==> config.mk <==
export PLATFORM = sky130hd
export DESIGN_NAME = bcs_block_clock
export DESIGN_NICKNAME = d
export VERILOG_FILES = /design/src/core/bcs_pkg.sv /design/src/core/bcs_lclk_if.sv /design/src/core/bcs_block_clock.sv /design/src/core/bcs_clock_gen.sv /design/src/core/bcs_pin_keeper.sv
export SDC_FILE = /design/constraint.sdc
export NUM_CORES = 1
export LEC_CHECK = 0
export ABC_AREA = 1
export ABC_CLOCK_PERIOD_IN_PS = 2200
export BUFFER_PORTS_ARGS = -buffer_cell sky130_fd_sc_hd__buf_2
export CAP_MARGIN = 5
export CORE_UTILIZATION = 30
export CTS_BUF_LIST = sky130_fd_sc_hd__clkbuf_2 sky130_fd_sc_hd__clkbuf_4 sky130_fd_sc_hd__clkbuf_8
export CTS_CLUSTER_DIAMETER = 120
export CTS_CLUSTER_SIZE = 10
export DETAILED_ROUTE_END_ITERATION = 8
export PLACE_DENSITY = 0.46
export SLEW_MARGIN = 0
export SYNTH_ARGS = -nofsm -noshare
export SYNTH_HDL_FRONTEND = slang
export SYNTH_HIERARCHICAL = 1
export SYNTH_SLANG_ARGS = --single-unit
==> constraint.sdc <==
create_clock -name hclk -period 2.2 [get_ports hclk]
set_input_delay 0.11 -clock hclk [delete_from_list [all_inputs] [get_ports hclk]]
set_output_delay 0.11 -clock hclk [all_outputs]
set_load 0.03 [all_outputs]
==> src/core/bcs_pkg.sv <==
// Package: constants and types shared by the block clock and init logic
`default_nettype none

package bcs_pkg;

    // ****************************************************************
    // Timing
    // ****************************************************************
    localparam int CLK_PERIOD_NS = 10;
    localparam int POWERUP_DELAY_NS = 1000;
    // Least time, so round up to whole cycles
    localparam int POWERUP_DELAY_CYC = (POWERUP_DELAY_NS + CLK_PERIOD_NS - 1) / CLK_PERIOD_NS;
    localparam int DELAY_CNT_W = $clog2(POWERUP_DELAY_CYC + 1);

    // ****************************************************************
    // Register byte offsets
    // ****************************************************************
    localparam logic [7:0] ADDR_CTRL = 8'h00;
    localparam logic [7:0] ADDR_CLKSEL = 8'h04;
    localparam logic [7:0] ADDR_CELL_INIT = 8'h08;
    localparam logic [7:0] ADDR_CELL_CLK = 8'h0C;
    localparam logic [7:0] ADDR_STATUS = 8'h10;
    localparam logic [7:0] ADDR_PIN_STATUS = 8'h14;

    // ****************************************************************
    // Field positions
    // ****************************************************************
    localparam int CTRL_LOCK_BIT = 0;
    localparam int CTRL_PULLUP_BIT = 1;
    localparam int CTRL_LOWPWR_BIT = 2;
    localparam int CTRL_PIN_IN_LSB = 4;
    localparam int CLKSEL_PAIR_LO_LSB = 0;
    localparam int CLKSEL_PAIR_HI_LSB = 2;
    localparam int CLKSEL_POL_LSB = 4;
    localparam int INIT_SET_LSB = 0;
    localparam int INIT_RST_LSB = 8;
    localparam int INIT_SWAP_LSB = 16;
    localparam int CELLCLK_LATCH_LSB = 16;
    localparam int STATUS_DONE_BIT = 4;
    localparam int STATUS_Q_LSB = 8;

    // ****************************************************************
    // Values after reset
    // ****************************************************************
    localparam logic [31:0] CTRL_RESET = 32'h0000_0000;
    localparam logic [31:0] CLKSEL_RESET = 32'h0000_0000;
    localparam logic [31:0] CELL_INIT_RESET = 32'h0000_0000;
    localparam logic [31:0] CELL_CLK_RESET = 32'h0000_0000;

    // Power-up sequence of the block
    typedef enum logic [1:0] {
        ST_CONFIG = 2'b00,
        ST_DELAY = 2'b01,
        ST_RUN = 2'b10
    } bcs_init_state_type;

endpackage : bcs_pkg

`default_nettype wire

==> src/core/bcs_lclk_if.sv <==
// Interface: configuration into and local clocks out of the clock generator
`default_nettype none

interface bcs_lclk_if;
    logic [1:0] pair_lo;
    logic [1:0] pair_hi;
    logic [3:0] polarity;
    logic [3:0] pin_as_input;
    logic run;
    logic [3:0] level;
    logic [3:0] rise;
    logic [3:0] gpin_logic;

    modport gen (
        input pair_lo, pair_hi, polarity, pin_as_input, run,
        output level, rise, gpin_logic
    );
    modport user (
        output pair_lo, pair_hi, polarity, pin_as_input, run,
        input level, rise, gpin_logic
    );
endinterface : bcs_lclk_if

`default_nettype wire

==> src/core/bcs_block_clock.sv <==
// Top: block clock selection, power-up init and AHB-Lite configuration
//
// What this block does
// - Four global clock pins, each also usable as a plain logic input.
// - Each block generates four local clocks usable by any cell there.
// - Each local clock uses the true or complement edge of its global clock.
// - Locals 0/1 draw from globals 0/1, locals 2/3 from globals 2/3.
// - Two-pin parts tie global 2 to global 0 and 3 to 1.
// - Local clocks let latches use either enable polarity, master-slave too.
// - Each pin has a weak keeper holding the last actively driven level.
// - All pin keepers start holding logic high at power-up.
// - One bit chooses pull-up or keeper behaviour for every pin.
// - Each block has its own low-power option that makes it slower.
// - Cells configured for set come up set at power-up.
// - Cells configured for reset only, or neither, come up cleared.
// - Swapping reset and preset also swaps the power-up value.
//
// Register access over AHB-Lite and the register offsets were decided locally.
`default_nettype none

module bcs_block_clock
    import bcs_pkg::*;
#(
    parameter int N_CELLS = 8,
    parameter int N_PINS = 8,
    parameter bit TWO_PIN_VARIANT = 1'b0
) (
    // Clock and reset
    input wire logic hclk,
    input wire logic hresetn,
    // AHB-Lite slave
    input wire logic hsel,
    input wire logic [31:0] haddr,
    input wire logic [1:0] htrans,
    input wire logic hwrite,
    input wire logic [2:0] hsize,
    input wire logic hready,
    input wire logic [31:0] hwdata,
    output logic [31:0] hrdata,
    output logic hreadyout,
    output logic hresp,
    // Global clock pins
    input wire logic [3:0] global_clock_pin,
    output logic [3:0] global_pin_logic,
    output logic [3:0] local_clock_level,
    // Storage cells of the block
    input wire logic block_preset,
    input wire logic block_reset,
    input wire logic [N_CELLS-1:0] cell_d,
    output logic [N_CELLS-1:0] cell_q,
    output logic init_done,
    // Pin keepers
    input wire logic [N_PINS-1:0] pad_in,
    input wire logic [N_PINS-1:0] pad_driven,
    output logic [N_PINS-1:0] keep_out,
    output logic [N_PINS-1:0] keep_oe_n
);

    generate
        if (N_CELLS < 1 || N_CELLS > 8) begin : g_bad_cells
            $error("N_CELLS must lie between 1 and 8");
        end
        if (N_PINS < 1 || N_PINS > 16) begin : g_bad_pins
            $error("N_PINS must lie between 1 and 16");
        end
    endgenerate

    // ****************************************************************
    // Bus slave
    // ****************************************************************
    logic addr_valid;
    logic wr_pend_reg;
    logic wr_pend_next;
    logic [7:0] wr_addr_reg;
    logic [7:0] wr_addr_next;
    logic [31:0] hrdata_reg;
    logic [31:0] hrdata_next;
    logic [31:0] ctrl_reg;
    logic [31:0] ctrl_next;
    logic [31:0] clksel_reg;
    logic [31:0] clksel_next;
    logic [31:0] cell_init_reg;
    logic [31:0] cell_init_next;
    logic [31:0] cell_clk_reg;
    logic [31:0] cell_clk_next;
    logic [N_PINS-1:0] pad_level;
    logic locked;
    bcs_init_state_type state_reg;
    bcs_init_state_type state_next;
    logic [DELAY_CNT_W-1:0] cnt_reg;
    logic [DELAY_CNT_W-1:0] cnt_next;
    logic [N_CELLS-1:0] cell_q_reg;
    logic [N_CELLS-1:0] lp_q_reg;
    logic [N_CELLS-1:0] eff_set;
    logic [N_CELLS-1:0] eff_rst;
    wire [N_CELLS-1:0] cell_next;

    // Zero wait states: every transfer completes in its data phase
    assign hreadyout = 1'b1;
    assign hresp = 1'b0;
    assign hrdata = hrdata_reg;
    assign addr_valid = hsel && htrans[1] && hready;
    assign locked = ctrl_reg[CTRL_LOCK_BIT];

    // Read mux; unmapped offsets read zero
    function automatic logic [31:0] rd_value(input logic [31:0] a);
        logic [31:0] v;
        v = 32'h0000_0000;
        if (a[31:8] == 24'h00_0000) begin
            unique case (a[7:0])
                ADDR_CTRL: v = ctrl_reg;
                ADDR_CLKSEL: v = clksel_reg;
                ADDR_CELL_INIT: v = cell_init_reg;
                ADDR_CELL_CLK: v = cell_clk_reg;
                ADDR_STATUS: v = {16'h0000, 8'(cell_q), 3'b000, init_done,
                    local_clock_level};
                ADDR_PIN_STATUS: v = 32'(pad_level);
                default: v = 32'h0000_0000;
            endcase
        end
        return v;
    endfunction : rd_value

    // Config writes land in the data phase; after lock they are dropped
    always_comb begin
        wr_pend_next = addr_valid && hwrite && (haddr[31:8] == 24'h00_0000);
        wr_addr_next = haddr[7:0];
        hrdata_next = (addr_valid && !hwrite) ? rd_value(haddr) : hrdata_reg;
        ctrl_next = ctrl_reg;
        clksel_next = clksel_reg;
        cell_init_next = cell_init_reg;
        cell_clk_next = cell_clk_reg;
        if (wr_pend_reg && !locked) begin
            unique case (wr_addr_reg)
                ADDR_CTRL: ctrl_next = hwdata & 32'h0000_00F7;
                ADDR_CLKSEL: clksel_next = hwdata & 32'h0000_00FF;
                ADDR_CELL_INIT: cell_init_next = hwdata & 32'h00FF_FFFF;
                ADDR_CELL_CLK: cell_clk_next = hwdata & 32'h00FF_FFFF;
                default: ;
            endcase
        end
    end

    // Bus and configuration registers
    always_ff @(posedge hclk or negedge hresetn) begin
        if (!hresetn) begin
            wr_pend_reg <= 1'b0;
            wr_addr_reg <= 8'h00;
            hrdata_reg <= 32'h0000_0000;
            ctrl_reg <= CTRL_RESET;
            clksel_reg <= CLKSEL_RESET;
            cell_init_reg <= CELL_INIT_RESET;
            cell_clk_reg <= CELL_CLK_RESET;
        end else begin
            wr_pend_reg <= wr_pend_next;
            wr_addr_reg <= wr_addr_next;
            hrdata_reg <= hrdata_next;
            ctrl_reg <= ctrl_next;
            clksel_reg <= clksel_next;
            cell_init_reg <= cell_init_next;
            cell_clk_reg <= cell_clk_next;
        end
    end

    // ****************************************************************
    // Power-up sequence
    // ****************************************************************
    // Locking starts the reset delay; clocks are ignored until it ends
    always_comb begin
        state_next = state_reg;
        cnt_next = cnt_reg;
        unique case (state_reg)
            ST_CONFIG: begin
                cnt_next = '0;
                if (locked) begin
                    state_next = ST_DELAY;
                end
            end
            ST_DELAY: begin
                cnt_next = cnt_reg + DELAY_CNT_W'(1);
                if (cnt_reg == DELAY_CNT_W'(POWERUP_DELAY_CYC - 1)) begin
                    state_next = ST_RUN;
                end
            end
            ST_RUN: ;
            default: state_next = ST_CONFIG;
        endcase
    end

    always_ff @(posedge hclk or negedge hresetn) begin
        if (!hresetn) begin
            state_reg <= ST_CONFIG;
            cnt_reg <= '0;
        end else begin
            state_reg <= state_next;
            cnt_reg <= cnt_next;
        end
    end

    assign init_done = (state_reg == ST_RUN);

    // ****************************************************************
    // Clock generator and keepers
    // ****************************************************************
    bcs_lclk_if lclk ();

    assign lclk.pair_lo = clksel_reg[CLKSEL_PAIR_LO_LSB +: 2];
    assign lclk.pair_hi = clksel_reg[CLKSEL_PAIR_HI_LSB +: 2];
    assign lclk.polarity = clksel_reg[CLKSEL_POL_LSB +: 4];
    assign lclk.pin_as_input = ctrl_reg[CTRL_PIN_IN_LSB +: 4];
    assign lclk.run = init_done;
    assign global_pin_logic = lclk.gpin_logic;
    assign local_clock_level = lclk.level;

    bcs_clock_gen #(
        .TWO_PIN_VARIANT(TWO_PIN_VARIANT)
    ) u_clock_gen (
        .hclk(hclk),
        .hresetn(hresetn),
        .global_clock_pin(global_clock_pin),
        .lclk(lclk.gen)
    );

    bcs_pin_keeper #(
        .N_PINS(N_PINS)
    ) u_pin_keeper (
        .hclk(hclk),
        .hresetn(hresetn),
        .pullup_mode(ctrl_reg[CTRL_PULLUP_BIT]),
        .pad_in(pad_in),
        .pad_driven(pad_driven),
        .keep_out(keep_out),
        .keep_oe_n(keep_oe_n),
        .pad_level(pad_level)
    );

    // ****************************************************************
    // Storage cells
    // ****************************************************************
    genvar c;
    generate
        for (c = 0; c < N_CELLS; c++) begin : g_cell
            logic [1:0] sel;
            logic is_latch;
            assign sel = cell_clk_reg[2*c +: 2];
            assign is_latch = cell_clk_reg[CELLCLK_LATCH_LSB + c];
            // Swap exchanges which block control presets and which clears
            assign eff_set[c] = cell_init_reg[INIT_SWAP_LSB + c] ?
                cell_init_reg[INIT_RST_LSB + c] : cell_init_reg[INIT_SET_LSB + c];
            assign eff_rst[c] = cell_init_reg[INIT_SWAP_LSB + c] ?
                cell_init_reg[INIT_SET_LSB + c] : cell_init_reg[INIT_RST_LSB + c];
            // Before run the cell sits at its power-up value; reset beats preset;
            // an open latch ignores both controls
            assign cell_next[c] =
                !init_done ? eff_set[c] :
                (is_latch && lclk.level[sel]) ? cell_d[c] :
                (eff_rst[c] && block_reset) ? 1'b0 :
                (eff_set[c] && block_preset) ? 1'b1 :
                (!is_latch && lclk.rise[sel]) ? cell_d[c] :
                cell_q_reg[c];

        end
    endgenerate

    // Low power costs one extra register on the output path
    always_ff @(posedge hclk or negedge hresetn) begin
        if (!hresetn) begin
            cell_q_reg <= '0;
            lp_q_reg <= '0;
        end else begin
            cell_q_reg <= cell_next;
            lp_q_reg <= cell_q_reg;
        end
    end

    assign cell_q = ctrl_reg[CTRL_LOWPWR_BIT] ? lp_q_reg : cell_q_reg;
endmodule : bcs_block_clock

`default_nettype wire

==> src/core/bcs_clock_gen.sv <==
// Per-block generator of four local clocks from the global clock pins
`default_nettype none

module bcs_clock_gen
    import bcs_pkg::*;
#(
    parameter bit TWO_PIN_VARIANT = 1'b0
) (
    // Clock and reset
    input wire logic hclk,
    input wire logic hresetn,
    // Global clock pins
    input wire logic [3:0] global_clock_pin,
    // Towards the block
    bcs_lclk_if.gen lclk
);

    logic [3:0] gsync1_reg;
    logic [3:0] gsync2_reg;
    logic [3:0] gpin;
    logic [3:0] gclk_eff;
    logic [3:0] sel_level;
    logic [3:0] level_reg;
    logic [3:0] level_next;

    // Two flops per pin; the first is seen by nothing else
    always_ff @(posedge hclk or negedge hresetn) begin
        if (!hresetn) begin
            gsync1_reg <= 4'h0;
            gsync2_reg <= 4'h0;
            level_reg <= 4'h0;
        end else begin
            gsync1_reg <= global_clock_pin;
            gsync2_reg <= gsync1_reg;
            level_reg <= level_next;
        end
    end

    // Small parts bond out two pins only, the upper pair follows the lower
    assign gpin = TWO_PIN_VARIANT ? {gsync2_reg[1:0], gsync2_reg[1:0]} : gsync2_reg;
    // A pin used as logic input never reaches the generator
    assign gclk_eff = gpin & ~lclk.pin_as_input;
    assign lclk.gpin_logic = gpin & lclk.pin_as_input;

    // Fixed pairings: lower pair of local clocks from global 0/1, upper from 2/3
    always_comb begin
        sel_level[0] = gclk_eff[{1'b0, lclk.pair_lo[0]}];
        sel_level[1] = gclk_eff[{1'b0, ~lclk.pair_lo[1]}];
        sel_level[2] = gclk_eff[{1'b1, lclk.pair_hi[0]}];
        sel_level[3] = gclk_eff[{1'b1, ~lclk.pair_hi[1]}];
        level_next = sel_level ^ lclk.polarity;
    end

    // Edge strobes stay quiet until the power-up delay is over
    assign lclk.level = level_reg;
    assign lclk.rise = (level_next & ~level_reg) & {4{lclk.run}};
endmodule : bcs_clock_gen

`default_nettype wire

==> src/core/bcs_pin_keeper.sv <==
// Weak keeper or pull-up on each input and I/O pin
`default_nettype none

module bcs_pin_keeper
    import bcs_pkg::*;
#(
    parameter int N_PINS = 8
) (
    // Clock and reset
    input wire logic hclk,
    input wire logic hresetn,
    // Mode
    input wire logic pullup_mode,
    // Pad side
    input wire logic [N_PINS-1:0] pad_in,
    input wire logic [N_PINS-1:0] pad_driven,
    output logic [N_PINS-1:0] keep_out,
    output logic [N_PINS-1:0] keep_oe_n,
    // Synchronised pad level
    output logic [N_PINS-1:0] pad_level
);

    logic [N_PINS-1:0] in1_reg;
    logic [N_PINS-1:0] in2_reg;
    logic [N_PINS-1:0] drv1_reg;
    logic [N_PINS-1:0] drv2_reg;
    logic [N_PINS-1:0] hold_reg;
    logic [N_PINS-1:0] hold_next;

    genvar p;
    generate
        for (p = 0; p < N_PINS; p++) begin : g_pin
            // Remember the last level that someone actively drove
            assign hold_next[p] = drv2_reg[p] ? in2_reg[p] : hold_reg[p];
            // Pull-up mode always pulls high; keeper mode holds the last level
            assign keep_out[p] = pullup_mode | hold_reg[p];
            // Weak drive only while the pad is released
            assign keep_oe_n[p] = drv2_reg[p];
        end
    endgenerate

    // Synchronisers and hold latch; keepers start high
    always_ff @(posedge hclk or negedge hresetn) begin
        if (!hresetn) begin
            in1_reg <= '0;
            in2_reg <= '0;
            drv1_reg <= '0;
            drv2_reg <= '0;
            hold_reg <= '1;
        end else begin
            in1_reg <= pad_in;
            in2_reg <= in1_reg;
            drv1_reg <= pad_driven;
            drv2_reg <= drv1_reg;
            hold_reg <= hold_next;
        end
    end

    // Chosen pin by pin: a vector condition would pick one source for all pins
    assign pad_level = (drv2_reg & in2_reg) | (~drv2_reg & keep_out);
endmodule : bcs_pin_keeper

`default_nettype wire

==> metrics.txt <==
# TYPE chip_impl_metric gauge
chip_impl_info{name="outcome",value="completed"} 1
chip_impl_metric{name="max_cap_violations",unit=""} 0
chip_impl_metric{name="cts_buffers",unit=""} 17
chip_impl_metric{name="power.total",unit="mW"} 6.11
chip_impl_metric{name="grt_first_pass_wirelength",unit="um"} 42000
chip_impl_metric{name="initial_utilization",unit="%"} 30.6
chip_impl_metric{name="grt-ovfl-total",unit=""} 0
chip_impl_metric{name="finish.cell_count_without_fillers",unit=""} 1750
chip_impl_metric{name="fraction_of_final_layout_cells_with_drive_strength_greater_than_1",unit="%"} 17.1
chip_impl_info{name="reg2reg_from",value="state_reg[1]"} 1
chip_impl_metric{name="p_leak",unit="nW"} 6.12
chip_impl_metric{name="drtPass1Iterations",unit=""} 4
chip_impl_info{name="timing.hold.worst.class",value="in -> reg"} 1
chip_impl_info{name="crit_start",value="ctrl_reg[2]"} 1
chip_impl_info{name="cts_tree",value="yes"} 1
chip_impl_metric{name="average_cell_area_after_synthesis",unit="um2"} 7.48
chip_impl_metric{name="gpl_wtd_cong",unit=""} 0.875
chip_impl_metric{name="clock_sinks",unit=""} 173
chip_impl_metric{name="grt_pass1_vias",unit=""} 7447
chip_impl_metric{name="synthesis.instances",unit=""} 1141
chip_impl_info{name="holdCritStartpoint",value="cell_d[1]"} 1
chip_impl_metric{name="max_clock_freq",unit="MHz"} 484
chip_impl_metric{name="synth_seq_cells",unit=""} 173
chip_impl_info{name="worstSetupStartpointType",value="flip-flop"} 1
chip_impl_metric{name="finalWorstSetupSlack",unit="ns"} 0.134
chip_impl_metric{name="rr_worst_depth",unit=""} 9
chip_impl_metric{name="report.final.slew_viol_count",unit=""} 0
chip_impl_metric{name="track_usage",unit="%"} 19.0
chip_impl_metric{name="worst-slew-pin-transition",unit="ns"} 0.621
chip_impl_metric{name="total_i_o_pin_count",unit=""} 171
chip_impl_info{name="timing.setup.critical_path_class",value="reg -> out"} 1
chip_impl_metric{name="netlist.area_leader.share",unit="%"} 48.4
chip_impl_metric{name="cts-root-to-sink-buffers",unit=""} 2
chip_impl_info{name="cts-root-buf",value="sky130_fd_sc_hd__clkbuf_8"} 1
chip_impl_metric{name="synth_area",unit="mm2"} 0.00854
chip_impl_metric{name="final_min_period_over_clock_period",unit="%"} 93.9
chip_impl_metric{name="place_inst",unit=""} 1657
chip_impl_metric{name="path_max_fanout",unit=""} 9
chip_impl_metric{name="placement.setup.worst_slack",unit="ns"} 0.318
chip_impl_metric{name="ant_nets",unit=""} 0
chip_impl_metric{name="drt_iter0_markers",unit=""} 604
chip_impl_metric{name="cp.arrival",unit="ns"} 1.96
chip_impl_metric{name="num_vias",unit=""} 7754
chip_impl_metric{name="cts_max_level",unit=""} 4
chip_impl_metric{name="drc",unit=""} 0
chip_impl_metric{name="final.setup_skew",unit="ns"} 0.0232
chip_impl_metric{name="area_growth_syn_to_layout",unit="%"} 26.2
chip_impl_metric{name="fin_tns_setup",unit="ns"} 0
chip_impl_metric{name="worstPathRequired",unit="ns"} 2.09
chip_impl_info{name="critPathCaptureType",value="output port"} 1
chip_impl_metric{name="dpl.hpwl",unit="um"} 18800
chip_impl_metric{name="yosys_warnings",unit=""} 6
chip_impl_metric{name="ys_types",unit=""} 35
chip_impl_info{name="ys_top_cells_by_area",value="sky130_fd_sc_hd__dfrtp_1, sky130_fd_sc_hd__nand2_1, sky130_fd_sc_hd__inv_1"} 1
chip_impl_metric{name="layout.nets",unit=""} 1464
chip_impl_metric{name="post_cts_resized",unit=""} 0
chip_impl_metric{name="vias_per_cell",unit=""} 4.43
chip_impl_metric{name="ir_worst_vdd",unit="V"} 0.000365
chip_impl_metric{name="die_width",unit="um"} 171
chip_impl_info{name="grt_setup_unrepaired",value="false"} 1
chip_impl_metric{name="synth_sequential_area_ratio",unit="%"} 50.8
chip_impl_metric{name="clock_latency",unit="ns"} 0.47
chip_impl_metric{name="final-setup-viol-count",unit=""} 0
chip_impl_metric{name="initial_antenna_violation_count",unit=""} 0
chip_impl_metric{name="routed_wl",unit="um"} 25900
chip_impl_metric{name="core.rowCount",unit=""} 61
chip_impl_metric{name="num_antenna_cells",unit=""} 0
chip_impl_metric{name="routed_wire_length_per_instance",unit="um"} 14.8
chip_impl_metric{name="dieArea",unit="mm2"} 0.0291
chip_impl_metric{name="pwr_dens",unit="mW/mm2"} 567
chip_impl_info{name="most-common-layout-cells",value="sky130_fd_sc_hd__nand2_1, sky130_fd_sc_hd__dfrtp_1, sky130_fd_sc_hd__inv_1"} 1
chip_impl_metric{name="fp.coreArea",unit="mm2"} 0.0279
chip_impl_metric{name="worst_hold_slack",unit="ns"} 0.0416
chip_impl_metric{name="final_period_minus_worst_setup_slack",unit="ns"} 2.07
chip_impl_info{name="layout.cells.most_common",value="sky130_fd_sc_hd__nand2_1"} 1
chip_impl_metric{name="final-hold-violation-count",unit=""} 0
chip_impl_metric{name="path_clk_slew",unit="ns"} 0.11
chip_impl_info{name="netlist.top_cell.by_area",value="sky130_fd_sc_hd__dfrtp_1"} 1
chip_impl_metric{name="timing.max_slew.rel_slack",unit="%"} 58.6
chip_impl_metric{name="maximum_number_of_pins_on_one_net_before_global_route_repair",unit=""} 77
chip_impl_metric{name="hold_depth",unit=""} 5
chip_impl_metric{name="numPortBuffers",unit=""} 148
chip_impl_metric{name="die_h",unit="um"} 171
synth_stat cells (all sizes together):
cell and n:
o211ai 8, conb 2, clkbuf 11, ha 1, and3 1, nor2 82
buf 23, nor3b 1, a21oi 19, dfrtp 165, inv 170, a31oi 1
clkinv 2, a22o 1, o21ai 86, nand2 419, nand3 115, or2 1
o21a 1, a22oi 1, nor4 2, nor3 5, mux2 8, dfstp 8
o22ai 8
power by group:
group | internal, mW | switching (mW) | total [mW]
clock network | 0.978 | 1.41 | 2.39
registers | 3.24 | 0.0251 | 3.27
logic | 0.188 | 0.263 | 0.451
total | 4.41 | 1.70 | 6.11
metal layers:
metal,share of wire [%],wire length (um),global-route usage [%],vias up
li1,-,-,-,3965
met1,50,12800,27.4,3601
met2,45,11600,29.7,172
met3,4.6,1200,3.08,16
met4,0.99,255,4.27,0
met5,0,0,0,-
path summary, 6_finish.rpt:
kind,end,slack [ns]
worst max-delay path,cell_q[7],0.13
worst min-delay path,cell_q_reg[1],0.04
worst max register to register,hrdata[4],0.27
worst min register to register,u_pin_keeper/keep_oe_n[0],0.36
max in group asynchronous,u_pin_keeper/hold_reg[3],1.29
min in group asynchronous,u_pin_keeper/drv1_reg[4],0.11
kinds of logic (layout without fill, tap and decap cells):
kind of cell / Yosys count / after routing / synth area share [%]
buffers and inverters: 206 / 429 / 9.85
other: 2 / 10 / 0.0880
multiplexers: 8 / 8 / 1.06
adder cells (fa/ha/maj): 1 / 1 / 0.147
AO/OA/AOI/OAI: 125 / 125 / 7.81
flip-flops: 173 / 173 / 50.8
AND/OR/NAND/NOR: 626 / 626 / 30.2
through the flow:
stage	util [%]	cell area, um2
finish	38.7	10800
CTS	38.7	10800
floorplan	-	8570
global placement	35.0	9740
detailed placement	35.0	9740
global route	38.7	10800
repair_timing:
action,in CTS,in global routing
hold endpoints to repair,157,0
buffers inserted,0,0
hold buffers,61,0
worst max-delay path: stages, from the launching register on:
cell and delay [ns]:
sky130_fd_sc_hd__dfrtp_1 0.75, sky130_fd_sc_hd__buf_4 0.21, sky130_fd_sc_hd__mux2_2 0.34, sky130_fd_sc_hd__buf_2 0.18
cell type report:
type | count | area (um2)
inverters | 172 | 646
flip-flops and latches | 173 | 4340
clock buffers | 17 | 234
repair buffers | 225 | 1500
clock inverters | 15 | 194
well taps | 378 | 473
multi-input cells | 770 | 3390
fillers | 2983 | 17100
Power figures use the tool's default switching activity.
